==> config.mk <==
export PLATFORM = sky130hd
export DESIGN_NAME = tcc_channel_core
export DESIGN_NICKNAME = d
export VERILOG_FILES = /design/src/rtl/tcc_channel_core.v
export VERILOG_INCLUDE_DIRS = /design/src /design/src/rtl
export SDC_FILE = /design/constraint.sdc
export NUM_CORES = 1
export LEC_CHECK = 0
export BUFFER_PORTS_ARGS = -buffer_cell sky130_fd_sc_hd__buf_2
export CAP_MARGIN = 40
export CORE_MARGIN = 1
export CORE_UTILIZATION = 25
export CTS_CLUSTER_SIZE = 8
export DETAILED_ROUTE_END_ITERATION = 8
export SYNTH_ARGS = -nofsm -noshare
export SYNTH_HDL_FRONTEND = slang
export SYNTH_SLANG_ARGS = --single-unit
==> constraint.sdc <==
create_clock -name clk_sys_i -period 3.2 [get_ports clk_sys_i]
set_input_delay 0.32 -clock clk_sys_i [delete_from_list [all_inputs] [get_ports clk_sys_i]]
set_output_delay 0.32 -clock clk_sys_i [all_outputs]
set_load 0.1 [all_outputs]
==> src/rtl/tcc_consts.vh <==
/*
  Constants for the timer channel counter core: register offsets, field positions,
  mode codes, reset values and counter limits.
  Assumes it is included by the design file and the bench, by bare name.
*/
`ifndef TCC_CONSTS_VH
`define TCC_CONSTS_VH

// Register byte offsets on the APB bus
`define TCC_OFF_CTRL 12'h000
`define TCC_OFF_START 12'h004
`define TCC_OFF_DATA 12'h008
`define TCC_OFF_COUNT 12'h00C
`define TCC_OFF_PRESC 12'h010

// Control register fields
`define TCC_CTRL_MODE_LO 0
`define TCC_CTRL_MODE_HI 2
`define TCC_CTRL_CCS 3
`define TCC_CTRL_SIE 4
`define TCC_CTRL_NF 5
`define TCC_CTRL_EDGE_LO 6
`define TCC_CTRL_EDGE_HI 7
`define TCC_CTRL_W 8
`define TCC_CTRL_RST 8'h00

// Start/stop register fields
`define TCC_START_BIT 0
`define TCC_STOP_BIT 1
`define TCC_STAT_EN 0
`define TCC_STAT_RUN 1

// Counting modes
`define TCC_MODE_INTERVAL 3'h0
`define TCC_MODE_EVENT 3'h1
`define TCC_MODE_CAPTURE 3'h2
`define TCC_MODE_ONECOUNT 3'h3
`define TCC_MODE_CAPONE 3'h4

// Valid edge selection
`define TCC_EDGE_FALL 2'h0
`define TCC_EDGE_RISE 2'h1
`define TCC_EDGE_BOTH 2'h2

// Counter values and resets
`define TCC_CNT_ZERO 16'h0000
`define TCC_CNT_FULL 16'hFFFF
`define TCC_CNT_ONE 16'h0001
`define TCC_DATA_RST 16'h0000
`define TCC_CNT_RST 16'hFFFF
`define TCC_PRESC_RST 16'h0000
`define TCC_WORD_ZERO 32'h0000_0000

`endif

==> src/rtl/tcc_channel_core.v <==
/*
  Counter core of one timer channel with an APB register slave.
  Holds count clock selection, input edge detection with optional noise filter,
  start sequencing and the five counting modes.
  Assumes one system clock, an APB master, and an asynchronous timer input pin.
*/
`timescale 1ns/10ps
`default_nettype none
`include "tcc_consts.vh"

module tcc_channel_core (
  input wire clk_sys_i,
  input wire arst_n_i,
  input wire clk_en_i,
  input wire psel_i,
  input wire penable_i,
  input wire pwrite_i,
  input wire [11:0] paddr_i,
  input wire [31:0] pwdata_i,
  output reg [31:0] prdata_o,
  output wire pready_o,
  output wire pslverr_o,
  input wire timer_input_pin_i,
  output reg channel_interrupt_o,
  output reg start_trigger_o,
  output reg opclk_en_o,
  output reg channel_enabled_flag_o,
  output reg [15:0] counter_value_o
);

  // Software state
  reg [`TCC_CTRL_W-1:0] ctrl_r;
  reg [15:0] compare_capture_value_r;
  reg [15:0] presc_r;
  reg [15:0] presc_cnt_r;
  // Input path
  reg pin_s1_r;
  reg pin_s2_r;
  reg pin_s3_r;
  reg pin_lvl_r;
  reg nf_a_r;
  reg nf_b_r;
  reg samp_r;
  reg samp_d_r;
  // Channel state
  reg running_r;
  reg loaded_r;
  reg tclk_r;

  wire [2:0] mode = ctrl_r[`TCC_CTRL_MODE_HI:`TCC_CTRL_MODE_LO];
  wire count_source_select = ctrl_r[`TCC_CTRL_CCS];
  wire start_interrupt_enable = ctrl_r[`TCC_CTRL_SIE];
  wire nf_on = ctrl_r[`TCC_CTRL_NF];
  wire [1:0] edge_sel = ctrl_r[`TCC_CTRL_EDGE_HI:`TCC_CTRL_EDGE_LO];

  // APB decode; the slave never inserts wait states
  wire acc = psel_i & penable_i;
  wire wr = acc & pwrite_i;
  wire hit_ctrl = paddr_i == `TCC_OFF_CTRL;
  wire hit_start = paddr_i == `TCC_OFF_START;
  wire hit_data = paddr_i == `TCC_OFF_DATA;
  wire hit_count = paddr_i == `TCC_OFF_COUNT;
  wire hit_presc = paddr_i == `TCC_OFF_PRESC;
  wire mapped = hit_ctrl | hit_start | hit_data | hit_count | hit_presc;
  assign pready_o = 1'b1;
  assign pslverr_o = acc & ~mapped;

  wire channel_start_bit = wr & hit_start & pwdata_i[`TCC_START_BIT];
  wire channel_stop_bit = wr & hit_start & pwdata_i[`TCC_STOP_BIT];

  // Read data is latched in the setup phase so it comes from flops in the access phase
  always @(posedge clk_sys_i or negedge arst_n_i)
  begin
    if (!arst_n_i)
      prdata_o <= `TCC_WORD_ZERO;
    else if (clk_en_i && psel_i && !penable_i)
    begin
      if (hit_ctrl)
        prdata_o <= {24'h00_0000, ctrl_r};
      else if (hit_start)
        prdata_o <= {30'h0000_0000, loaded_r | running_r, channel_enabled_flag_o};
      else if (hit_data)
        prdata_o <= {16'h0000, compare_capture_value_r};
      else if (hit_count)
        prdata_o <= {16'h0000, counter_value_o};
      else if (hit_presc)
        prdata_o <= {16'h0000, presc_r};
      else
        prdata_o <= `TCC_WORD_ZERO;
    end
  end

  // Edge detection on the sampled signal, valid only in an operation clock slot
  wire rise_det = opclk_en_o & samp_r & ~samp_d_r;
  wire fall_det = opclk_en_o & ~samp_r & samp_d_r;
  // The unused edge code falls back to rising edges
  wire edge_det = (edge_sel == `TCC_EDGE_FALL) ? fall_det :
    (edge_sel == `TCC_EDGE_BOTH) ? (rise_det | fall_det) : rise_det;

  // Count clock source
  wire tclk = count_source_select ? edge_det : opclk_en_o;

  // Capture edges use the registered path too, keeping capture aligned with counting
  reg edge_r;
  reg rise_r;
  reg fall_r;

  // Channel sequencer and counter. running_r marks that the start trigger has
  // been seen; loaded_r that the first count clock after it has loaded the counter.
  reg en_nxt;
  reg run_nxt;
  reg ld_nxt;
  reg irq_nxt;
  reg trg_nxt;
  reg [15:0] cnt_nxt;
  reg [15:0] data_nxt;
  always @*
  begin
    en_nxt = channel_enabled_flag_o;
    run_nxt = running_r;
    ld_nxt = loaded_r;
    irq_nxt = 1'b0;
    trg_nxt = 1'b0;
    cnt_nxt = counter_value_o;
    data_nxt = compare_capture_value_r;
    if (wr && hit_data)
      data_nxt = pwdata_i[15:0];
    if (channel_stop_bit)
    begin
      en_nxt = 1'b0;
      run_nxt = 1'b0;
      ld_nxt = 1'b0;
    end
    else if (channel_start_bit)
    begin
      case (mode)
        `TCC_MODE_EVENT:
        begin
          en_nxt = 1'b1;
          run_nxt = 1'b1;
          ld_nxt = 1'b1;
          cnt_nxt = compare_capture_value_r;
        end
        `TCC_MODE_ONECOUNT, `TCC_MODE_CAPONE:
        begin
          // A start write while already enabled is ignored
          if (!channel_enabled_flag_o)
          begin
            en_nxt = 1'b1;
            run_nxt = 1'b0;
            ld_nxt = 1'b0;
          end
        end
        default:
        begin
          en_nxt = 1'b1;
          run_nxt = 1'b0;
          ld_nxt = 1'b0;
        end
      endcase
    end
    else if (channel_enabled_flag_o)
    begin
      case (mode)
        `TCC_MODE_INTERVAL:
        begin
          if (tclk_r && !running_r)
          begin
            run_nxt = 1'b1;
            ld_nxt = 1'b1;
            trg_nxt = 1'b1;
            irq_nxt = start_interrupt_enable;
            cnt_nxt = compare_capture_value_r;
          end
          else if (tclk_r && counter_value_o == `TCC_CNT_ZERO)
          begin
            irq_nxt = 1'b1;
            cnt_nxt = compare_capture_value_r;
          end
          else if (tclk_r)
            cnt_nxt = counter_value_o - `TCC_CNT_ONE;
        end
        `TCC_MODE_EVENT:
        begin
          if (tclk_r && counter_value_o == `TCC_CNT_ZERO)
          begin
            irq_nxt = 1'b1;
            cnt_nxt = compare_capture_value_r;
          end
          else if (tclk_r)
            cnt_nxt = counter_value_o - `TCC_CNT_ONE;
        end
        `TCC_MODE_CAPTURE:
        begin
          if (tclk_r && !running_r)
          begin
            run_nxt = 1'b1;
            ld_nxt = 1'b1;
            trg_nxt = 1'b1;
            irq_nxt = start_interrupt_enable;
            cnt_nxt = `TCC_CNT_ZERO;
          end
          else if (running_r && edge_r)
          begin
            // First capture after start may measure no interval
            data_nxt = counter_value_o;
            irq_nxt = 1'b1;
            cnt_nxt = `TCC_CNT_ZERO;
          end
          else if (tclk_r && running_r)
            cnt_nxt = counter_value_o + `TCC_CNT_ONE;
        end
        `TCC_MODE_ONECOUNT:
        begin
          if (!running_r && edge_r)
          begin
            run_nxt = 1'b1;
            trg_nxt = 1'b1;
            irq_nxt = start_interrupt_enable;
          end
          else if (running_r && tclk_r && !loaded_r)
          begin
            ld_nxt = 1'b1;
            cnt_nxt = compare_capture_value_r;
          end
          else if (running_r && tclk_r && counter_value_o == `TCC_CNT_ZERO)
          begin
            irq_nxt = 1'b1;
            cnt_nxt = `TCC_CNT_FULL;
            run_nxt = 1'b0;
            ld_nxt = 1'b0;
          end
          else if (running_r && tclk_r)
            cnt_nxt = counter_value_o - `TCC_CNT_ONE;
        end
        `TCC_MODE_CAPONE:
        begin
          if (!running_r && rise_r)
          begin
            run_nxt = 1'b1;
            trg_nxt = 1'b1;
            irq_nxt = start_interrupt_enable;
          end
          else if (running_r && fall_r)
          begin
            data_nxt = counter_value_o;
            irq_nxt = 1'b1;
            run_nxt = 1'b0;
            ld_nxt = 1'b0;
          end
          else if (running_r && tclk_r && !loaded_r)
          begin
            ld_nxt = 1'b1;
            cnt_nxt = `TCC_CNT_ZERO;
          end
          else if (running_r && tclk_r)
            cnt_nxt = counter_value_o + `TCC_CNT_ONE;
        end
        default: run_nxt = running_r;
      endcase
    end
  end

  // All registered state but the read latch; one enable freezes it all.
  // Capture overrides a same-cycle software data write.
  always @(posedge clk_sys_i or negedge arst_n_i)
  begin
    if (!arst_n_i)
    begin
      ctrl_r <= `TCC_CTRL_RST;
      presc_r <= `TCC_PRESC_RST;
      presc_cnt_r <= `TCC_CNT_ZERO;
      opclk_en_o <= 1'b0;
      pin_s1_r <= 1'b0;
      pin_s2_r <= 1'b0;
      pin_s3_r <= 1'b0;
      pin_lvl_r <= 1'b0;
      nf_a_r <= 1'b0;
      nf_b_r <= 1'b0;
      samp_r <= 1'b0;
      samp_d_r <= 1'b0;
      tclk_r <= 1'b0;
      edge_r <= 1'b0;
      rise_r <= 1'b0;
      fall_r <= 1'b0;
      channel_enabled_flag_o <= 1'b0;
      running_r <= 1'b0;
      loaded_r <= 1'b0;
      channel_interrupt_o <= 1'b0;
      start_trigger_o <= 1'b0;
      counter_value_o <= `TCC_CNT_RST;
      compare_capture_value_r <= `TCC_DATA_RST;
    end
    else if (clk_en_i)
    begin
      if (wr && hit_ctrl)
        ctrl_r <= pwdata_i[`TCC_CTRL_W-1:0];
      if (wr && hit_presc)
        presc_r <= pwdata_i[15:0];
      // Operation clock enable: one system clock pulse every presc_r+1 cycles
      if (presc_cnt_r >= presc_r)
        presc_cnt_r <= `TCC_CNT_ZERO;
      else
        presc_cnt_r <= presc_cnt_r + `TCC_CNT_ONE;
      opclk_en_o <= presc_cnt_r >= presc_r;
      // Pin synchroniser; the level moves only when the second and third stage agree
      pin_s1_r <= timer_input_pin_i;
      pin_s2_r <= pin_s1_r;
      pin_s3_r <= pin_s2_r;
      if (pin_s2_r == pin_s3_r)
        pin_lvl_r <= pin_s3_r;
      // Filter wants two agreeing extra samples, costing two operation clocks of latency
      if (opclk_en_o)
      begin
        nf_a_r <= pin_lvl_r;
        nf_b_r <= nf_a_r;
        samp_d_r <= samp_r;
        if (!nf_on)
          samp_r <= pin_lvl_r;
        else if (nf_a_r == nf_b_r)
          samp_r <= nf_b_r;
      end
      // Count clock and edges registered so the counter moves one system clock later
      tclk_r <= tclk & channel_enabled_flag_o;
      edge_r <= edge_det & channel_enabled_flag_o;
      rise_r <= rise_det & channel_enabled_flag_o;
      fall_r <= fall_det & channel_enabled_flag_o;
      channel_enabled_flag_o <= en_nxt;
      running_r <= run_nxt;
      loaded_r <= ld_nxt;
      channel_interrupt_o <= irq_nxt;
      start_trigger_o <= trg_nxt;
      counter_value_o <= cnt_nxt;
      compare_capture_value_r <= data_nxt;
    end
  end

endmodule
`default_nettype wire

---- Word-level counts from Yosys, hierarchy flattened ----
Cells that the tools add are included.
storage, ports and cells
  output and inout port bits .............. 54
  bits in latches ......................... 0
  ROM bits ................................ 0
  input bits .............................. 51
  register bits ........................... 122
  bits in writable memories ............... 0
  logic and storage cells ................. 195
  memories ................................ 0
cells by class
  $add $sub $neg .......................... 3
  bitwise operators ....................... 24
  order comparisons ....................... 1
  shift operators ......................... 0
  mux-type cells .......................... 80
  reduce and logical (&&, ||, !) cells .... 37
  multiply operators ...................... 0
  equal/unequal tests ..................... 26
  divide/modulo/power cells ............... 0
operators with widths
  operator                                              count
  2-to-1 mux 16 bit                                     30
  case mux 16 bit (5 select lines)                      1
  2-to-1 mux 1 bit                                      43
  adder 16 x 1 -> 16 bit, second input constant         2
  case mux 16 bit (2 select lines)                      1
  != test 5 bit, second input constant                  6
  equality test 12 x 4 -> 1 bit, second input constant  2
  AND reduction 9 bit                                   2
  >= comparator 16 bit                                  1
  zero test 16 bit                                      1
  subtractor 16 x 1 -> 16 bit, second input constant    1
  bitwise AND 1 bit                                     14
  logical AND 1 bit                                     14
  equality test 12 x 3 -> 1 bit, second input constant  1
  equality test 12 x 5 -> 1 bit, second input constant  1
  zero test 12 bit                                      1
  != test 4 bit, second input constant                  3
  AND reduction 2 bit                                   5
  nonzero test 5 bit                                    2
  != test 3 bit, second input constant                  3
  case mux 1 bit (3 select lines)                       3
  AND reduction 8 bit                                   1
  equality test 3 x 2 -> 1 bit, second input constant   2
  bitwise OR 1 bit                                      6
  other kinds (16)                                      25

---- Depth between registers and ports, before layout ----
  depth in word-level cells ............... 10
  mapped depth ............................ 11
  gate-level depth less buffers ........... 9

---- Worst setup path after synthesis ----
OpenSTA, ideal clock, no wires.
  kind .................................... input port to output port
  from .................................... input paddr_i[7]
  to ...................................... output pslverr_o
  data required time ...................... 2.880 ns
  data arrival time ....................... 2.999 ns
  stages .................................. 5
  buffers on the path ..................... 1
  path slack .............................. -0.119 ns
  cell sequence ........................... nor3_1 -> nand3_1 -> nor2_1 -> clkbuf_1 -> nor3_1
on the way
  longest elaborated chain between the ends .. 7
  elaborated cells on any way between the ends .. 11
  classes of those cells .................. 4 x eq/ne; 6 x bitwise; 1 x reduce/logical
ends and longest elaborated chain
  what                                                                                line                   text
  start: declaration                                                                  tcc_channel_core.v:18  input wire [11:0] paddr_i,
  equality test 12 x 3 -> 1 bit (no source line) or zero test 12 bit (tied branches)  n/a
  bitwise OR 1 bit (3 in a row)                                                       tcc_channel_core.v:64  wire mapped = hit_ctrl | hit_start | hit_data | hit_count | hit_presc;
  bitwise OR 1 bit *                                                                  tcc_channel_core.v:64
  NOT 1 bit *                                                                         tcc_channel_core.v:66  assign pslverr_o = acc & ~mapped;
  bitwise AND 1 bit *                                                                 tcc_channel_core.v:66
  end: declaration                                                                    tcc_channel_core.v:22  output wire pslverr_o,
Mark *: on every way between the ends. The rest lies on a longest branch, timed or not.

---- Final worst setup path ----
  from .................................... register counter_value_o[0]
  to ...................................... register counter_value_o[8]
on the way
  longest elaborated chain between the ends .. 8
  elaborated cells on any way between the ends .. 23
  classes of those cells .................. 2 x add/sub; 1 x eq/ne; 16 x mux; 4 x reduce/logical
ends and longest elaborated chain
  what                                                             line                                            text
  start: declaration                                               tcc_channel_core.v:28                           output reg [15:0] counter_value_o
  start signal: assignment                                         tcc_channel_core.v:291                          counter_value_o <= `TCC_CNT_RST;
  start signal: assignment                                         tcc_channel_core.v:333                          counter_value_o <= cnt_nxt;
  adder 16 x 1 -> 16 bit (no source line) (tied with other cells)  n/a
  2-to-1 mux 16 bit (tied with other cells)                        tcc_channel_core.v:210, tcc_channel_core.v:256
  2-to-1 mux 16 bit, on equally long branches                      tcc_channel_core.v:251, tcc_channel_core.v:226
  2-to-1 mux 16 bit, on equally long branches                      tcc_channel_core.v:244, tcc_channel_core.v:221
  2-to-1 mux 16 bit, on equally long branches                      tcc_channel_core.v:238, tcc_channel_core.v:215
  case mux 16 bit (5 select lines)                                 tcc_channel_core.v:164                          case (mode)
  2-to-1 mux 16 bit                                                tcc_channel_core.v:162                          else if (channel_enabled_flag_o)
  2-to-1 mux 16 bit                                                tcc_channel_core.v:134                          else if (channel_start_bit)
Several ways; a longest one is shown, not always the timed one. The select of a mux whose other input is x is not followed.
A chain may end at the register's enable or synchronous reset.

==> metrics <==
Synth Register Bits 106; WP data arrival 3030 ps; largest net degree at the start of global routing 58; CP Launch Type flop; HPWL Detailed 19260 um; Top Family by Delay on Critical Path simple AND/OR/NAND/NOR gates; Clock H-tree levels 3; Async S/R FF share, synth 100.0%; GP Congestion 0.9261; CTS Buffer Depth 2; Max-Cap Viols 0; WL/cell 18.82 um; Vias 7591; Post-Synth Adder-Cell Area under 10%; IO Port Bufs 71; Root Driver clkbuf_16; critical path class reg2reg; Post-synth EDFFs 0; layout overhead on the synthesized area 13.89%; Hold Buf Count CTS 0; maximum fanout along the worst path 13; Worst Max-Slew Pin Slew 855.3 ps; DR pass1 iterations 5; Tot GR Track Use 16.63%; die height 178.5 um; met2 GRT Util between 20% and 30%; gr busiest metal met2; layout cells sized above 1 18.78%; antenna-violating nets left 0; WP buf/inv 1; number of clock sinks 106; post-synthesis sequential area ratio ~34%; initial antenna violation count 0; grt met3 use approximately 3.4%; final number of setup-violating endpoints 0; Rows between 60 and 70; fin crit share between 80% and 90%; CP endpoint kind flop; Post-Syn Instances 939; final wirelength 26200 um; RSZ-0062 raised after global routing no; Most used DFF post-synth dfrtp_1; Max Freq roughly 370 MHz; Worst EP required 3500 ps; DRT iter0 DRCs slightly below 700; met1 global-route usage a little under a quarter; # Post-CTS Setup Buffers 0; Final Critical Period about 2700 ps; Hold Violations, Final 0; Yosys cell types between 80 and 90; HP Class in2async; clock input transition at the sequential cells of the worst setup and hold paths 80 ps; simple-gate share of the synthesized area a little over a fifth; pwr dens 434.4 nW/um2; post-CTS resize count 0; crit-path cells inv_1, ha_1, or3b_2, nor3_2, mux2i_1, nor3_1, a22o_1, a221o_1, o221a_2; Final nets 1062; routed vias/inst ~5.5; grt ovf 0; leakage dissipation 0.003724 uW; largest stage delay on the critical path around 520 ps; Crit-path slowest cell or3b_2; Placed Area about 8600 um2; Slew Viols, Final 0; Die Span X 178.5 um; design area 8866 um2; status completed; first-pass GRT wire length 41110 um; die area around 32000 um2; CTS tree yes; Clk Latency, worst-skew pair 370 ps; Relative slew margins 42.57%; Netlist Area Pre-Place 7785 um2; io pins around 110; n_diodes 0; initial core utilization 25.45%; utilization after layout around 29%; residual DRC count 0; setup total negative slack 0 ps; total CTS buffers 9; Compound-Gate Fraction of Synth Area 26.05%; Pwr Total 3852 uW; largest family of logic cells by synthesized area compound AO/OA/AOI/OAI gates; Clock Skews around 12 ps; maximum vdd drop 0.3276 mV; syn_area_per_cell a little over 8 um2; Ys Warns 0; core footprint 30590 um2; Hold WS 0.7900 ps; number of global-route vias before repair 7099; post-synthesis mux area share 3.150%; xor/xnor share of the synthesized area 4.597%
cell usage in the layout (no fill, tap or decap), drive strengths merged, types with 5 or more instances in the layout:
master	n
a21o	7
a21oi	57
a221oi	8
a22oi	19
a31oi	13
and2	5
and3	13
buf	110
clkbuf	9
conb	17
dfrtp	90
dfstp	16
ha	20
inv	46
mux2	12
mux2i	11
nand2	105
nand2b	9
nand3	20
nand4	13
nor2	81
nor2b	5
nor3	30
nor4	12
o21ai	88
o221ai	10
o22ai	20
o2bb2ai	20
o31ai	16
xnor2	27
xor2	13
where the power goes:
group	internal [uW]	switching, uW	total (uW)	leakage [uW]
Sequential	1450	224	1670	0.00130
Combinational	278	710	988	0.00227
Clock	568	621	1190	0.000153
metrics by stage:
step           cells  setup WS, ps
6_report        1392         464.8
5_1_grt         1392         303.3
4_1_cts         1392         483.9
3_5_place_dp    1376         500.3
3_3_place_gp    1376         530.3
2_1_floorplan    954         430.3
Yosys cell counts, drive strengths merged (5+ instances only):
library cell | count | share of area (%)
nand3 | 20 | 1.3
a21oi | 57 | 3.8
clkbuf | 37 | 1.8
a31oi | 13 | 1.0
nor4 | 12 | 1.5
a21o | 7 | 0.68
nand4 | 13 | 1.1
xnor2 | 27 | 3.1
nor2b | 5 | 0.40
dfstp | 16 | 5.4
and2 | 5 | 0.43
nor2 | 81 | 4.0
inv | 41 | 2.0
mux2i | 11 | 1.4
nor3 | 30 | 2.5
nand2 | 105 | 5.2
and3 | 13 | 1.0
o21ai | 88 | 5.9
xor2 | 13 | 1.5
ha | 20 | 3.2
mux2 | 12 | 1.7
buf | 47 | 3.8
o221ai | 10 | 1.1
o31ai | 16 | 1.5
a22oi | 19 | 1.8
o2bb2ai | 20 | 2.3
a221oi | 8 | 0.90
dfrtp | 90 | 29
o22ai | 20 | 1.7
nand2b | 9 | 0.72
kinds of logic (layout without fill, tap and decap cells):
group	count (synthesis)	count (layout)
flip-flops	106	106
AO/OA/AOI/OAI	304	304
buffers and inverters	125	167
other	2	17
adder cells (fa/ha/maj)	20	20
XOR/XNOR	40	40
AND/OR/NAND/NOR	319	319
multiplexers	23	23
state kept, by name, indices dropped and copies added (netlist names), 8 cells and up:
signal and count:
ctrl_r 8, prdata_o 16, compare_capture_value_r 16, counter_value_o 16, presc_cnt_r 16, presc_r 16
path summary, 6_finish.rpt:
path / start / to / slack [ps] / cells past startpoint
min: arst_n_i / presc_cnt_r[11]$_DFFE_PN0P_ / 0.8 / 1
max reg2reg: counter_value_o[0]$_DFFE_PN1P_ / counter_value_o[8]$_DFFE_PN1P_ / 460 / 9
max in group asynchronous: arst_n_i / loaded_r$_DFFE_PN0P_ / 2350 / 2
max: counter_value_o[0]$_DFFE_PN1P_ / counter_value_o[8]$_DFFE_PN1P_ / 460 / 9
min in group clk_sys_i: timer_input_pin_i / pin_s1_r$_DFFE_PN0P_ / 180 / 2
min reg2reg: prdata_o[1]$_DFFE_PN0P_ / prdata_o[1]$_DFFE_PN0P_ / 490 / 2
area by class of cell:
type / instances / area [um2]
clock inverter: 7 / 86.33
inverter: 41 / 153.9
sequential: 106 / 2673
timing repair buffer: 110 / 650.6
clock buffer: 9 / 225.2
multi-input combinational: 723 / 4582
tap: 396 / 495.5
fill: 3331 / 21720
worst register-to-register path, delay by kind of cell, from the launching register on:
family / cells / cell delay [ps]
and+or+nand+nor: 3 / 810
AOI/OAI and AO/OA: 3 / 650
DFF: 1 / 460
muxes: 1 / 220
adders and majority gates: 1 / 330
buffers and inverters: 1 / 200
layer usage:
layer,routed length [um],vias to the layer above,share of wire [%]
met5,0,-,0
met4,532,0,2.0
met3,2206,49,8.4
met2,11750,379,45
met1,11720,3656,45
li1,-,3507,-
Power figures use the tool's default switching activity.
